File: config.mk
export PLATFORM = sky130hd
export DESIGN_NAME = csrs_sequencer
export DESIGN_NICKNAME = d
export VERILOG_FILES = /design/src/verilog/csrs_pkg.sv /design/src/verilog/csrs_sequencer.sv /design/src/verilog/csrs_divider.sv
export SDC_FILE = /design/constraint.sdc
export NUM_CORES = 1
export LEC_CHECK = 0
export BUFFER_PORTS_ARGS = -buffer_cell sky130_fd_sc_hd__buf_2
export CAP_MARGIN = 20
export CORE_MARGIN = 5
export CORE_UTILIZATION = 59
export CTS_CLUSTER_DIAMETER = 30
export DETAILED_ROUTE_END_ITERATION = 6
export GPL_TIMING_DRIVEN = 0
export PLACE_DENSITY = 0.87
export SLEW_MARGIN = 30
export SYNTH_ARGS = -nofsm -noshare
export SYNTH_HDL_FRONTEND = slang
export SYNTH_SLANG_ARGS = --single-unit
File: constraint.sdc
create_clock -name pclk -period 11.27 [get_ports pclk]
set_clock_uncertainty 0.15 [all_clocks]
set_input_delay 2.254 -clock pclk [delete_from_list [all_inputs] [get_ports pclk]]
set_output_delay 2.254 -clock pclk [all_outputs]
set_load 0.05 [all_outputs]
File: src/verilog/csrs_pkg.sv
// package for the clock select and reset sequencer: offsets, fields, timing, types
package csrs_pkg;
	// apb register byte addresses
	localparam logic [11:0] CSRS_ADDR_CPU_CLK = 12'h0b8; // cpu divider config register 02eh, word index 46
	localparam logic [11:0] CSRS_ADDR_OPT_MODE = 12'h100; // clock mode option byte image
	localparam logic [11:0] CSRS_ADDR_OPT_TRIM = 12'h104; // oscillator trim option byte image
	localparam logic [11:0] CSRS_ADDR_OPT_GAIN = 12'h108; // oscillator gain option byte image
	localparam logic [11:0] CSRS_ADDR_OPT_WAKE = 12'h10c; // wake-up prescale option byte image
	localparam logic [11:0] CSRS_ADDR_STATUS = 12'h110; // sequencer status, read only
	// reset values
	localparam logic [5:0] CSRS_RST_CPU_DIV = 6'h00;
	localparam logic [7:0] CSRS_RST_OPT = 8'h00;
	// field positions
	localparam int CSRS_BIT_CLK_SRC = 0; // clock_source_select in clock mode option
	localparam int CSRS_GAIN_W = 3;
	localparam int CSRS_DIV_W = 6;
	// timing: start-up count in oscillator cycles
	localparam logic [12:0] CSRS_STARTUP_CYCLES = 13'h1000; // 4096
	localparam logic [19:0] CSRS_CNT_ONE = 20'h00001;
	localparam logic [19:0] CSRS_CNT_ZERO = 20'h00000;
	localparam logic [6:0] CSRS_DIV_MAX = 7'h40; // divide by 64
	localparam logic [31:0] CSRS_RDATA_ZERO = 32'h0000_0000;
	// reset entry vector: first three bytes of program memory hold a jump
	localparam logic [15:0] CSRS_RESET_VECTOR = 16'h0000;
	localparam logic [1:0] CSRS_VECTOR_BYTES = 2'h3;

	typedef enum logic [2:0] {
		CSRS_ST_HOLD = 3'b000, // some reset source asserted
		CSRS_ST_SUPPLY = 3'b001, // waiting for supply threshold
		CSRS_ST_OSC = 3'b010, // first 4096-cycle count
		CSRS_ST_WAKE = 3'b011, // second prescaled count
		CSRS_ST_RUN = 3'b100 // core released
	} csrs_state_t;

	// apb request and answer carriers
	typedef struct packed {
		logic psel;
		logic penable;
		logic pwrite;
		logic [11:0] paddr;
		logic [31:0] pwdata;
	} csrs_apb_req_t;

	typedef struct packed {
		logic pready;
		logic pslverr;
		logic [31:0] prdata;
	} csrs_apb_rsp_t;

	// reset source group
	typedef struct packed {
		logic ext_pin_n; // external reset pin level
		logic watchdog; // watchdog reset request
		logic power_on; // power-on detector
		logic low_voltage; // low_voltage_detector output
	} csrs_rst_src_t;
endpackage

File: src/verilog/csrs_sequencer.sv
// clock source select and reset start-up sequencer with apb configuration
// Function
// - hold internal clock, ignoring external source, until start-up finishes
// - after start-up switch to source chosen by clock mode option bit 0
// - internal oscillator frequency trimmed by a calibration option byte
// - external mode: selected clock follows oscillator input pin period and phase
// - separate cpu and peripheral clocks; cpu divided up to 64
// - four reset sources; any one restarts program from the start
// - reset pin is input only, never driven
// - external reset acts at once, unqualified
// - after pin or power-on reset wait for supply threshold indication
// - then start internal oscillator and count 4096 cycles
// - internal mode starts at once; else read wake prescale, second count
// - second count lasts 4096 times (prescale plus one) cycles
// - low-voltage or watchdog reset skips both counts, oscillator kept running
// - core first fetches the three-byte jump at program memory start
// - divide code: zero none, one-hot 2..64, others 64
// - clock source bit: 0 internal oscillator, 1 external clock or quartz
//
// Our own choices: the APB register port and the placing of the registers.
`timescale 1ns/1ps
module csrs_sequencer (
	input wire logic pclk, // system clock, 50 mhz
	input wire logic presetn, // async reset, active low
	input wire csrs_pkg::csrs_apb_req_t apb_req, // apb request group
	output csrs_pkg::csrs_apb_rsp_t apb_rsp, // apb answer group
	input wire csrs_pkg::csrs_rst_src_t rst_src, // reset sources
	input wire logic supply_ok, // supply above start threshold
	input wire logic osc_input_pin, // oscillator input pin level
	output logic osc_output_pin, // oscillator feedback drive
	output logic int_osc_enable, // internal oscillator run
	output logic [7:0] oscillator_trim_option, // trim to internal oscillator
	output logic [csrs_pkg::CSRS_GAIN_W-1:0] osc_gain, // gain stages to crystal amp
	output logic clock_source_select, // applied source, 1 external
	output logic clock_out, // selected clock as level
	output logic periph_clk_en, // peripheral clock enable
	output logic cpu_clk_en, // cpu clock enable after divider
	output logic core_reset_n, // internal reset to core, active low
	output logic fetch_start, // pulse: first fetch begins
	output logic [15:0] fetch_addr, // first fetch address
	output logic [1:0] fetch_len // bytes in first fetch
);
	import csrs_pkg::*;

	csrs_state_t state;
	csrs_state_t next_state;
	logic [5:0] cpu_divide_code;
	logic [7:0] clock_mode_option;
	logic [7:0] gain_option;
	logic [7:0] prescale_option_a;
	logic [7:0] wake_latched;
	logic [19:0] count;
	logic [19:0] wake_target;
	logic any_reset;
	logic cold_reset;
	logic cold_seen;
	logic [1:0] rel_sync;
	logic int_clk;
	logic applied_ext;
	logic wr_en;
	logic rd_en;
	logic addr_ok;
	logic cpu_tick;
	logic [31:0] rdata_q;
	logic slv_err;

	// sources: pin acts combinationally so no delay is added
	assign any_reset = !rst_src.ext_pin_n || rst_src.watchdog || rst_src.power_on
		|| rst_src.low_voltage;
	assign cold_reset = !rst_src.ext_pin_n || rst_src.power_on;

	// apb decode; zero wait states
	assign wr_en = apb_req.psel && apb_req.penable && apb_req.pwrite;
	assign rd_en = apb_req.psel && !apb_req.pwrite;
	always_comb begin
		unique case (apb_req.paddr)
			CSRS_ADDR_CPU_CLK, CSRS_ADDR_OPT_MODE, CSRS_ADDR_OPT_TRIM,
			CSRS_ADDR_OPT_GAIN, CSRS_ADDR_OPT_WAKE, CSRS_ADDR_STATUS: addr_ok = 1'b1;
			default: addr_ok = 1'b0;
		endcase
	end
	// whole answer group driven by one assignment so the struct has a single driver
	assign slv_err = apb_req.psel && apb_req.penable && !addr_ok;
	assign apb_rsp = '{pready: 1'b1, pslverr: slv_err, prdata: rdata_q};

	// read data registered in setup so it stands through the access phase
	always_ff @(posedge pclk or negedge presetn) begin
		if (!presetn) begin
			rdata_q <= CSRS_RDATA_ZERO;
		end else if (rd_en && !apb_req.penable) begin
			unique case (apb_req.paddr)
				CSRS_ADDR_CPU_CLK: rdata_q <= {26'h0, cpu_divide_code};
				CSRS_ADDR_OPT_MODE: rdata_q <= {24'h0, clock_mode_option};
				CSRS_ADDR_OPT_TRIM: rdata_q <= {24'h0, oscillator_trim_option};
				CSRS_ADDR_OPT_GAIN: rdata_q <= {24'h0, gain_option};
				CSRS_ADDR_OPT_WAKE: rdata_q <= {24'h0, prescale_option_a};
				CSRS_ADDR_STATUS: rdata_q <= {26'h0, applied_ext, core_reset_n, cold_seen, state};
				default: rdata_q <= CSRS_RDATA_ZERO;
			endcase
		end
	end

	// cpu divider config register; survives internal resets, cleared by presetn
	always_ff @(posedge pclk or negedge presetn) begin
		if (!presetn) begin
			cpu_divide_code <= CSRS_RST_CPU_DIV;
		end else if (wr_en && apb_req.paddr == CSRS_ADDR_CPU_CLK) begin
			cpu_divide_code <= apb_req.pwdata[5:0];
		end
	end

	// option byte images; software programs them like nonvolatile option bytes
	always_ff @(posedge pclk or negedge presetn) begin
		if (!presetn) begin
			clock_mode_option <= CSRS_RST_OPT;
			oscillator_trim_option <= CSRS_RST_OPT;
			gain_option <= CSRS_RST_OPT;
			prescale_option_a <= CSRS_RST_OPT;
		end else if (wr_en) begin
			if (apb_req.paddr == CSRS_ADDR_OPT_MODE) begin
				clock_mode_option <= apb_req.pwdata[7:0];
			end
			if (apb_req.paddr == CSRS_ADDR_OPT_TRIM) begin
				oscillator_trim_option <= apb_req.pwdata[7:0];
			end
			if (apb_req.paddr == CSRS_ADDR_OPT_GAIN) begin
				gain_option <= apb_req.pwdata[7:0]; // gain is software's duty
			end
			if (apb_req.paddr == CSRS_ADDR_OPT_WAKE) begin
				prescale_option_a <= apb_req.pwdata[7:0];
			end
		end
	end

	// remembers that a cold reset was seen, so release needs the supply check
	always_ff @(posedge pclk or negedge presetn) begin
		if (!presetn) begin
			cold_seen <= 1'b1;
		end else if (cold_reset) begin
			cold_seen <= 1'b1;
		end else if (state == CSRS_ST_RUN) begin
			cold_seen <= 1'b0;
		end
	end

	// last count of the second delay, 4096 * (prescale + 1) - 1; written this way so
	// the largest prescale still fits the 20-bit counter instead of wrapping to zero
	assign wake_target = {wake_latched, 12'h000} + ({7'h00, CSRS_STARTUP_CYCLES} - CSRS_CNT_ONE);

	// sequencer next state
	always_comb begin
		next_state = state;
		unique case (state)
			CSRS_ST_HOLD: begin
				if (!any_reset) begin
					// warm resets keep the oscillator running and skip both counts
					next_state = cold_seen ? CSRS_ST_SUPPLY : CSRS_ST_RUN;
				end
			end
			CSRS_ST_SUPPLY: begin
				if (supply_ok) begin
					next_state = CSRS_ST_OSC;
				end
			end
			CSRS_ST_OSC: begin
				if (count == {7'h00, CSRS_STARTUP_CYCLES} - CSRS_CNT_ONE) begin
					next_state = clock_mode_option[CSRS_BIT_CLK_SRC] ? CSRS_ST_WAKE : CSRS_ST_RUN;
				end
			end
			CSRS_ST_WAKE: begin
				if (count == wake_target) begin
					next_state = CSRS_ST_RUN;
				end
			end
			CSRS_ST_RUN: begin
				next_state = CSRS_ST_RUN;
			end
			default: next_state = CSRS_ST_HOLD;
		endcase
		if (any_reset) begin
			next_state = CSRS_ST_HOLD;
		end
	end

	always_ff @(posedge pclk or negedge presetn) begin
		if (!presetn) begin
			state <= CSRS_ST_HOLD;
		end else begin
			state <= next_state;
		end
	end

	// start-up counter, cleared on every state change and while reset is held
	always_ff @(posedge pclk or negedge presetn) begin
		if (!presetn) begin
			count <= CSRS_CNT_ZERO;
		end else if (any_reset || next_state != state) begin
			count <= CSRS_CNT_ZERO;
		end else if (state == CSRS_ST_OSC || state == CSRS_ST_WAKE) begin
			count <= count + CSRS_CNT_ONE;
		end
	end

	// prescale is read once at the end of the first count
	always_ff @(posedge pclk or negedge presetn) begin
		if (!presetn) begin
			wake_latched <= CSRS_RST_OPT;
		end else if (state == CSRS_ST_OSC && next_state == CSRS_ST_WAKE) begin
			wake_latched <= prescale_option_a;
		end
	end

	// applied source switches only in run; internal clock until then
	always_ff @(posedge pclk or negedge presetn) begin
		if (!presetn) begin
			applied_ext <= 1'b0;
		end else if (state != CSRS_ST_RUN) begin
			applied_ext <= 1'b0;
		end else begin
			applied_ext <= clock_mode_option[CSRS_BIT_CLK_SRC];
		end
	end

	// internal oscillator modelled as a toggle of the system clock
	always_ff @(posedge pclk or negedge presetn) begin
		if (!presetn) begin
			int_clk <= 1'b0;
		end else begin
			int_clk <= ~int_clk;
		end
	end

	// release through two flops so core reset leaves on a clock edge
	always_ff @(posedge pclk or negedge presetn) begin
		if (!presetn) begin
			rel_sync <= 2'b00;
		end else if (state != CSRS_ST_RUN) begin
			rel_sync <= 2'b00;
		end else begin
			rel_sync <= {rel_sync[0], 1'b1};
		end
	end
	assign core_reset_n = rel_sync[1] && !any_reset; // assert is immediate

	// first fetch of the reset jump at the start of program memory
	always_ff @(posedge pclk or negedge presetn) begin
		if (!presetn) begin
			fetch_start <= 1'b0;
		end else begin
			fetch_start <= rel_sync[0] && !rel_sync[1] && !any_reset;
		end
	end
	assign fetch_addr = CSRS_RESET_VECTOR;
	assign fetch_len = CSRS_VECTOR_BYTES;

	// external mode follows the pin directly, keeping its period and phase
	assign clock_out = applied_ext ? osc_input_pin : int_clk;
	assign clock_source_select = applied_ext;
	// oscillator stays on through warm resets; off only while a cold reset waits
	assign int_osc_enable = !(state == CSRS_ST_HOLD && cold_seen) && state != CSRS_ST_SUPPLY;
	assign osc_gain = gain_option[CSRS_GAIN_W-1:0];
	assign osc_output_pin = clock_mode_option[CSRS_BIT_CLK_SRC] && (osc_gain != '0) && !osc_input_pin;
	assign periph_clk_en = core_reset_n; // peripherals run undivided
	assign cpu_clk_en = cpu_tick;
	// the reset pin has no output here at all: input only

	csrs_divider u_div (
		.pclk(pclk),
		.presetn(presetn),
		.run(core_reset_n),
		.cpu_divide_code(cpu_divide_code),
		.cpu_tick(cpu_tick)
	);
endmodule

File: src/verilog/csrs_divider.sv
// cpu clock enable divider driven by the 6-bit divide code
`timescale 1ns/1ps
module csrs_divider (
	input wire logic pclk, // system clock
	input wire logic presetn, // async reset, active low
	input wire logic run, // divider runs only while core released
	input wire logic [csrs_pkg::CSRS_DIV_W-1:0] cpu_divide_code, // divide code
	output logic cpu_tick // one-cycle cpu clock enable
);
	import csrs_pkg::*;

	logic [6:0] ratio;
	logic [6:0] count;

	// decode code to ratio; zero gives 1, other non one-hot codes fall back to 64
	always_comb begin
		ratio = CSRS_DIV_MAX;
		if (cpu_divide_code == '0) begin
			ratio = 7'h01;
		end else if ($onehot(cpu_divide_code)) begin
			ratio = 7'h01;
			for (int i = 0; i < CSRS_DIV_W; i++) begin
				if (cpu_divide_code[i]) begin
					ratio = 7'(2 << i);
				end
			end
		end
	end

	// count restarts on every tick; the ratio is compared live, so a new code also changes the period in progress
	always_ff @(posedge pclk or negedge presetn) begin
		if (!presetn) begin
			count <= 7'h00;
		end else if (!run || count >= ratio - 7'h01) begin
			count <= 7'h00;
		end else begin
			count <= count + 7'h01;
		end
	end

	assign cpu_tick = run && (count >= ratio - 7'h01);
endmodule

==> impl_metrics.csv <==
group,metric,value,unit
yosys,synth_adder_area_share,5.42,%
global_route,first_global_vias,4085,
sta,max_freq,136,MHz
yosys,synthArstFlopShare,100,%
finish,final_layout_size_suffix_gt1_share,28.6,%
yosys,syn_inst,520,
placement,dp_cells,728,
finish,layout.nets,708,
detailed_routing,totalWireLength,12100,µm
yosys,synth-main-ff-cell,"dfrtp_1",
sta,finalSetupViolCount,0,
yosys,synthesis.area,5360,µm²
yosys,synth-seq-area-share,42.0,%
placement,dp_hpwl,9240,µm
clock_tree,post_cts_resized,0,
yosys,synth_top_family_by_area,"simple AND/OR/NAND/NOR gates",
power_and_ir_drop,seqPwrFrac,51.9,%
clock_tree,cts_buffers,9,
yosys,synth_xor_area_share,6.05,%
detailed_routing,maxUsedRoutingLayer,"met4",
sta,setup_tns,0,ns
floorplanning,die_h,105,µm
global_route,grtUsageTotal,22.0,%
floorplanning,row_count,34,
global_route,grt_max_degree,52,
detailed_routing,antenna_left,0,
detailed_routing,wl_met1,5140,µm
critical_path,crit_chain,"inv_1 > ha_1 > inv_1 > fa_1 > inv_1 > ha_1 > nor2_1 > nor4b_1 > and2_1 > nand3_1 > ha_1 > o21ai_0 > a22oi_1 > ha_1 > a2111oi_0 > o21ai_1 > and3_1 > buf_2",
job,maxCapViolCount,0,
yosys,yosys.area_share.simple,16.4,%
critical_path,cp_max_fo,8,
critical_path,cp_data_arrival_time,4.94,ns
floorplanning,die_w,105,µm
detailed_routing,routed-via-count,4152,
critical_path,cp_top_family,"adder cells",
finish,regArea,2250,µm²
critical_path,cp-end-kind,"output port",
finish,nFillCells,638,
placement,io_buffers,58,
hold_path,min_path_type,"reg -> reg",
floorplanning,start_util,60.9,%
yosys,synth.area.mux_share,10.6,%
critical_path,worstPathRequired,8.87,ns
finish,syn_to_final_growth,15.2,%
critical_path,start_kind,"flip-flop",
clock_tree,cts_root_buf,"clkbuf_8",
finish,diodes,0,
critical_path,critPathMaxStageDelay,0.52,ns
sta,finalHoldViolations,0,
detailed_routing,drtPass1Iterations,5,
floorplanning,num_io_pins,126,
clock_tree,clk_latency,0.37,ns
yosys,yosysTopAreaCell,"dfrtp_1",
clock_tree,path_clk_slew,0.10,ns
sta,grt_setup_unrepaired,"false",
power_and_ir_drop,pwr_density_cell,103,nW/µm²
power_and_ir_drop,pwr-share-comb,14.1,%
finish,stdcell_count,744,
yosys,synth_top_area_share,41.6,%
detailed_routing,vias_per_cell,5.58,
clock_tree,cts_buffer_depth,2,
power_and_ir_drop,swShare,31.3,%
finish,fin_util,70.1,%
sta,maxSlewHeadroom,31.6,%
critical_path,worstSetupPathType,"reg -> out",
power_and_ir_drop,vdd_drop_max,0.0000580,V
floorplanning,dieArea,11100,µm²
detailed_routing,wl_met3,908,µm
detailed_routing,drc,0,
yosys,synth_edf_count,0,
power_and_ir_drop,p_leak,0.00303,µW
yosys,syn_area_per_cell,10.3,µm²
clock_tree,post_cts_buffers,0,
detailed_routing,dr_wl_met2,5720,µm
detailed_routing,drt_iter0_drc,264,
yosys,netlist_top_cells_area,"dfrtp_1, buf_4, mux2_2, ha_1, mux4_2",
global_route,globalRouteOverflowTotal,0,
clock_tree,htreeDepth,3,
clock_tree,clock-sinks,90,
yosys,synth_seq_cells,90,
critical_path,crit_top_cell,"ha_1",
critical_path,path_buf_inv,4,
detailed_routing,post_drt_wl_per_cell,16.3,µm
sta,worst_slew_pin_slew,1.02,ns
placement,place.gp.congestion,0.891,
sta,finalMaxSlewViolations,0,
power_and_ir_drop,p_clk_share,34.1,%
yosys,synth_cell_types,60,
power_and_ir_drop,internal-power,436,µW
status,status,"completed",
power_and_ir_drop,p_sw,198,µW
finish,multiInputGateArea,2750,µm²
global_route,grt_first_pass_wirelength,19900,µm
clock_tree,cts_tree,"built",
sta,fin_crit,7.35,ns
sta,timing.final.crit_share,65.2,%
clock_tree,hold_buffers,0,
yosys,synth_compound_area_share,9.55,%
global_route,antenna_found_initial,0,
floorplanning,core-area,8810,µm²
yosys,yosysWarnings,0,
critical_path,slowest_stage,"nor4b_1",
==> registers in the layout (all words and copies together) (netlist names) <==
register and count:
clock_mode_option 8, clock_source_select 1, cold_seen 1, count 20
cpu_divide_code 6, fetch_start 1, gain_option 8, int_clk 1
oscillator_trim_option 8, prescale_option_a 8, rdata_q 8, rel_sync 2
state 3, u_div.count 7, wake_latched 8
==> cell families (layout without fill, tap and decap cells) <==
| group | after synthesis | after routing |
|---|---|---|
| muxes | 40 | 40 |
| adders and majority gates | 22 | 22 |
| xor gates and xnor gates | 37 | 37 |
| AOI/OAI and AO/OA | 77 | 77 |
| buffers and inverters | 88 | 163 |
| other | 2 | 43 |
| and+or+nand+nor | 164 | 164 |
| DFF | 90 | 90 |
==> cell type report <==
cell class                 count  share of cell area [%]
inverter                      23                    1.40
clock inverter                 7                    1.03
timing repair buffer          59                    5.25
multi-input combinational    383                    44.6
clock buffer                   9                    2.01
buffer                        65                    7.05
sequential                    90                    36.5
tap                          108                    2.19
==> cells in the mapped netlist, drive strengths merged, types with 3 or more instances <==
| cell type | count |
|---|---|
| a211oi | 7 |
| nor2 | 43 |
| clkbuf | 11 |
| nand3 | 11 |
| mux2 | 32 |
| mux4 | 8 |
| nor3b | 4 |
| nand2b | 4 |
| xor2 | 20 |
| nor2b | 3 |
| dfrtp | 89 |
| xnor2 | 17 |
| nor4 | 9 |
| a31oi | 4 |
| buf | 54 |
| o21ai | 18 |
| a22o | 3 |
| ha | 20 |
| nand4 | 7 |
| and4 | 5 |
| o31ai | 8 |
| nor3 | 9 |
| and3 | 7 |
| a21oi | 14 |
| nand2 | 44 |
| inv | 23 |
| a22oi | 10 |
==> through the flow <==
step           total power [µW]  instance area, µm²  setup WS, ns  hold slack, ns
6_report                    634                6170          3.92           0.258
5_1_grt                     656                6170          3.51           0.280
4_1_cts                     638                6170          3.96           0.260
3_5_place_dp                424                5980          4.42           0.246
3_3_place_gp                421                5940          4.41           0.239
2_1_floorplan               400                5510          4.92           0.229
==> power by group through the flow <==
stage / combinational, µW / clock [µW] / sequential [µW]
global route: 94.8 / 232 / 329
finish: 89.3 / 216 / 329
global placement: 85.9 / 0 / 335
detailed placement: 88.5 / 0 / 335
floorplan: 53.5 / 0 / 347
CTS: 88.8 / 220 / 329
==> layout by cell type (no fill, tap or decap), types with 4 or more instances in the layout <==
cell type  instances
buf_2             60
nand4_1            6
mux2_4             8
xor2_1            20
mux4_2             8
mux2_2            24
clkbuf_8           9
nand2_1           44
and3_1             7
o31ai_1            8
o21ai_0           16
inv_6              6
dfrtp_1           89
nor3_1             9
and4_1             5
a22oi_1           10
a21oi_1           14
nand2b_1           4
clkbuf_1          11
a31oi_1            4
nor2_1            41
conb_1            43
ha_1              20
a211oi_1           7
inv_1             23
xnor2_1           17
nand3_1           11
buf_4             48
nor4_1             6
==> layer usage <==
layer / GRT usage (%) / vias up
met5: 0 / -
met4: 9.56 / 0
met3: 4.46 / 27
met2: 35.8 / 176
met1: 28.5 / 1981
li1: - / 1968
==> worst paths after layout <==
kind	from	to	slack [ns]	depth (start not counted)
worst max-delay path	cpu_divide_code[3]$_DFFE_PN0P_	cpu_clk_en	3.92	18
worst min-delay path	int_clk$_DFF_PN0_	int_clk$_DFF_PN0_	0.26	1
worst max register to register	cpu_divide_code[3]$_DFFE_PN0P_	u_div.count[3]$_DFF_PN0_	6.59	17
worst min register to register	int_clk$_DFF_PN0_	int_clk$_DFF_PN0_	0.26	1
max in group asynchronous	presetn	cold_seen$_DFFE_PN1P_	8.73	2
min in group asynchronous	presetn	wake_latched[5]$_DFFE_PN0P_	1.63	1
No activity file was read; power rests on OpenSTA's default activity.
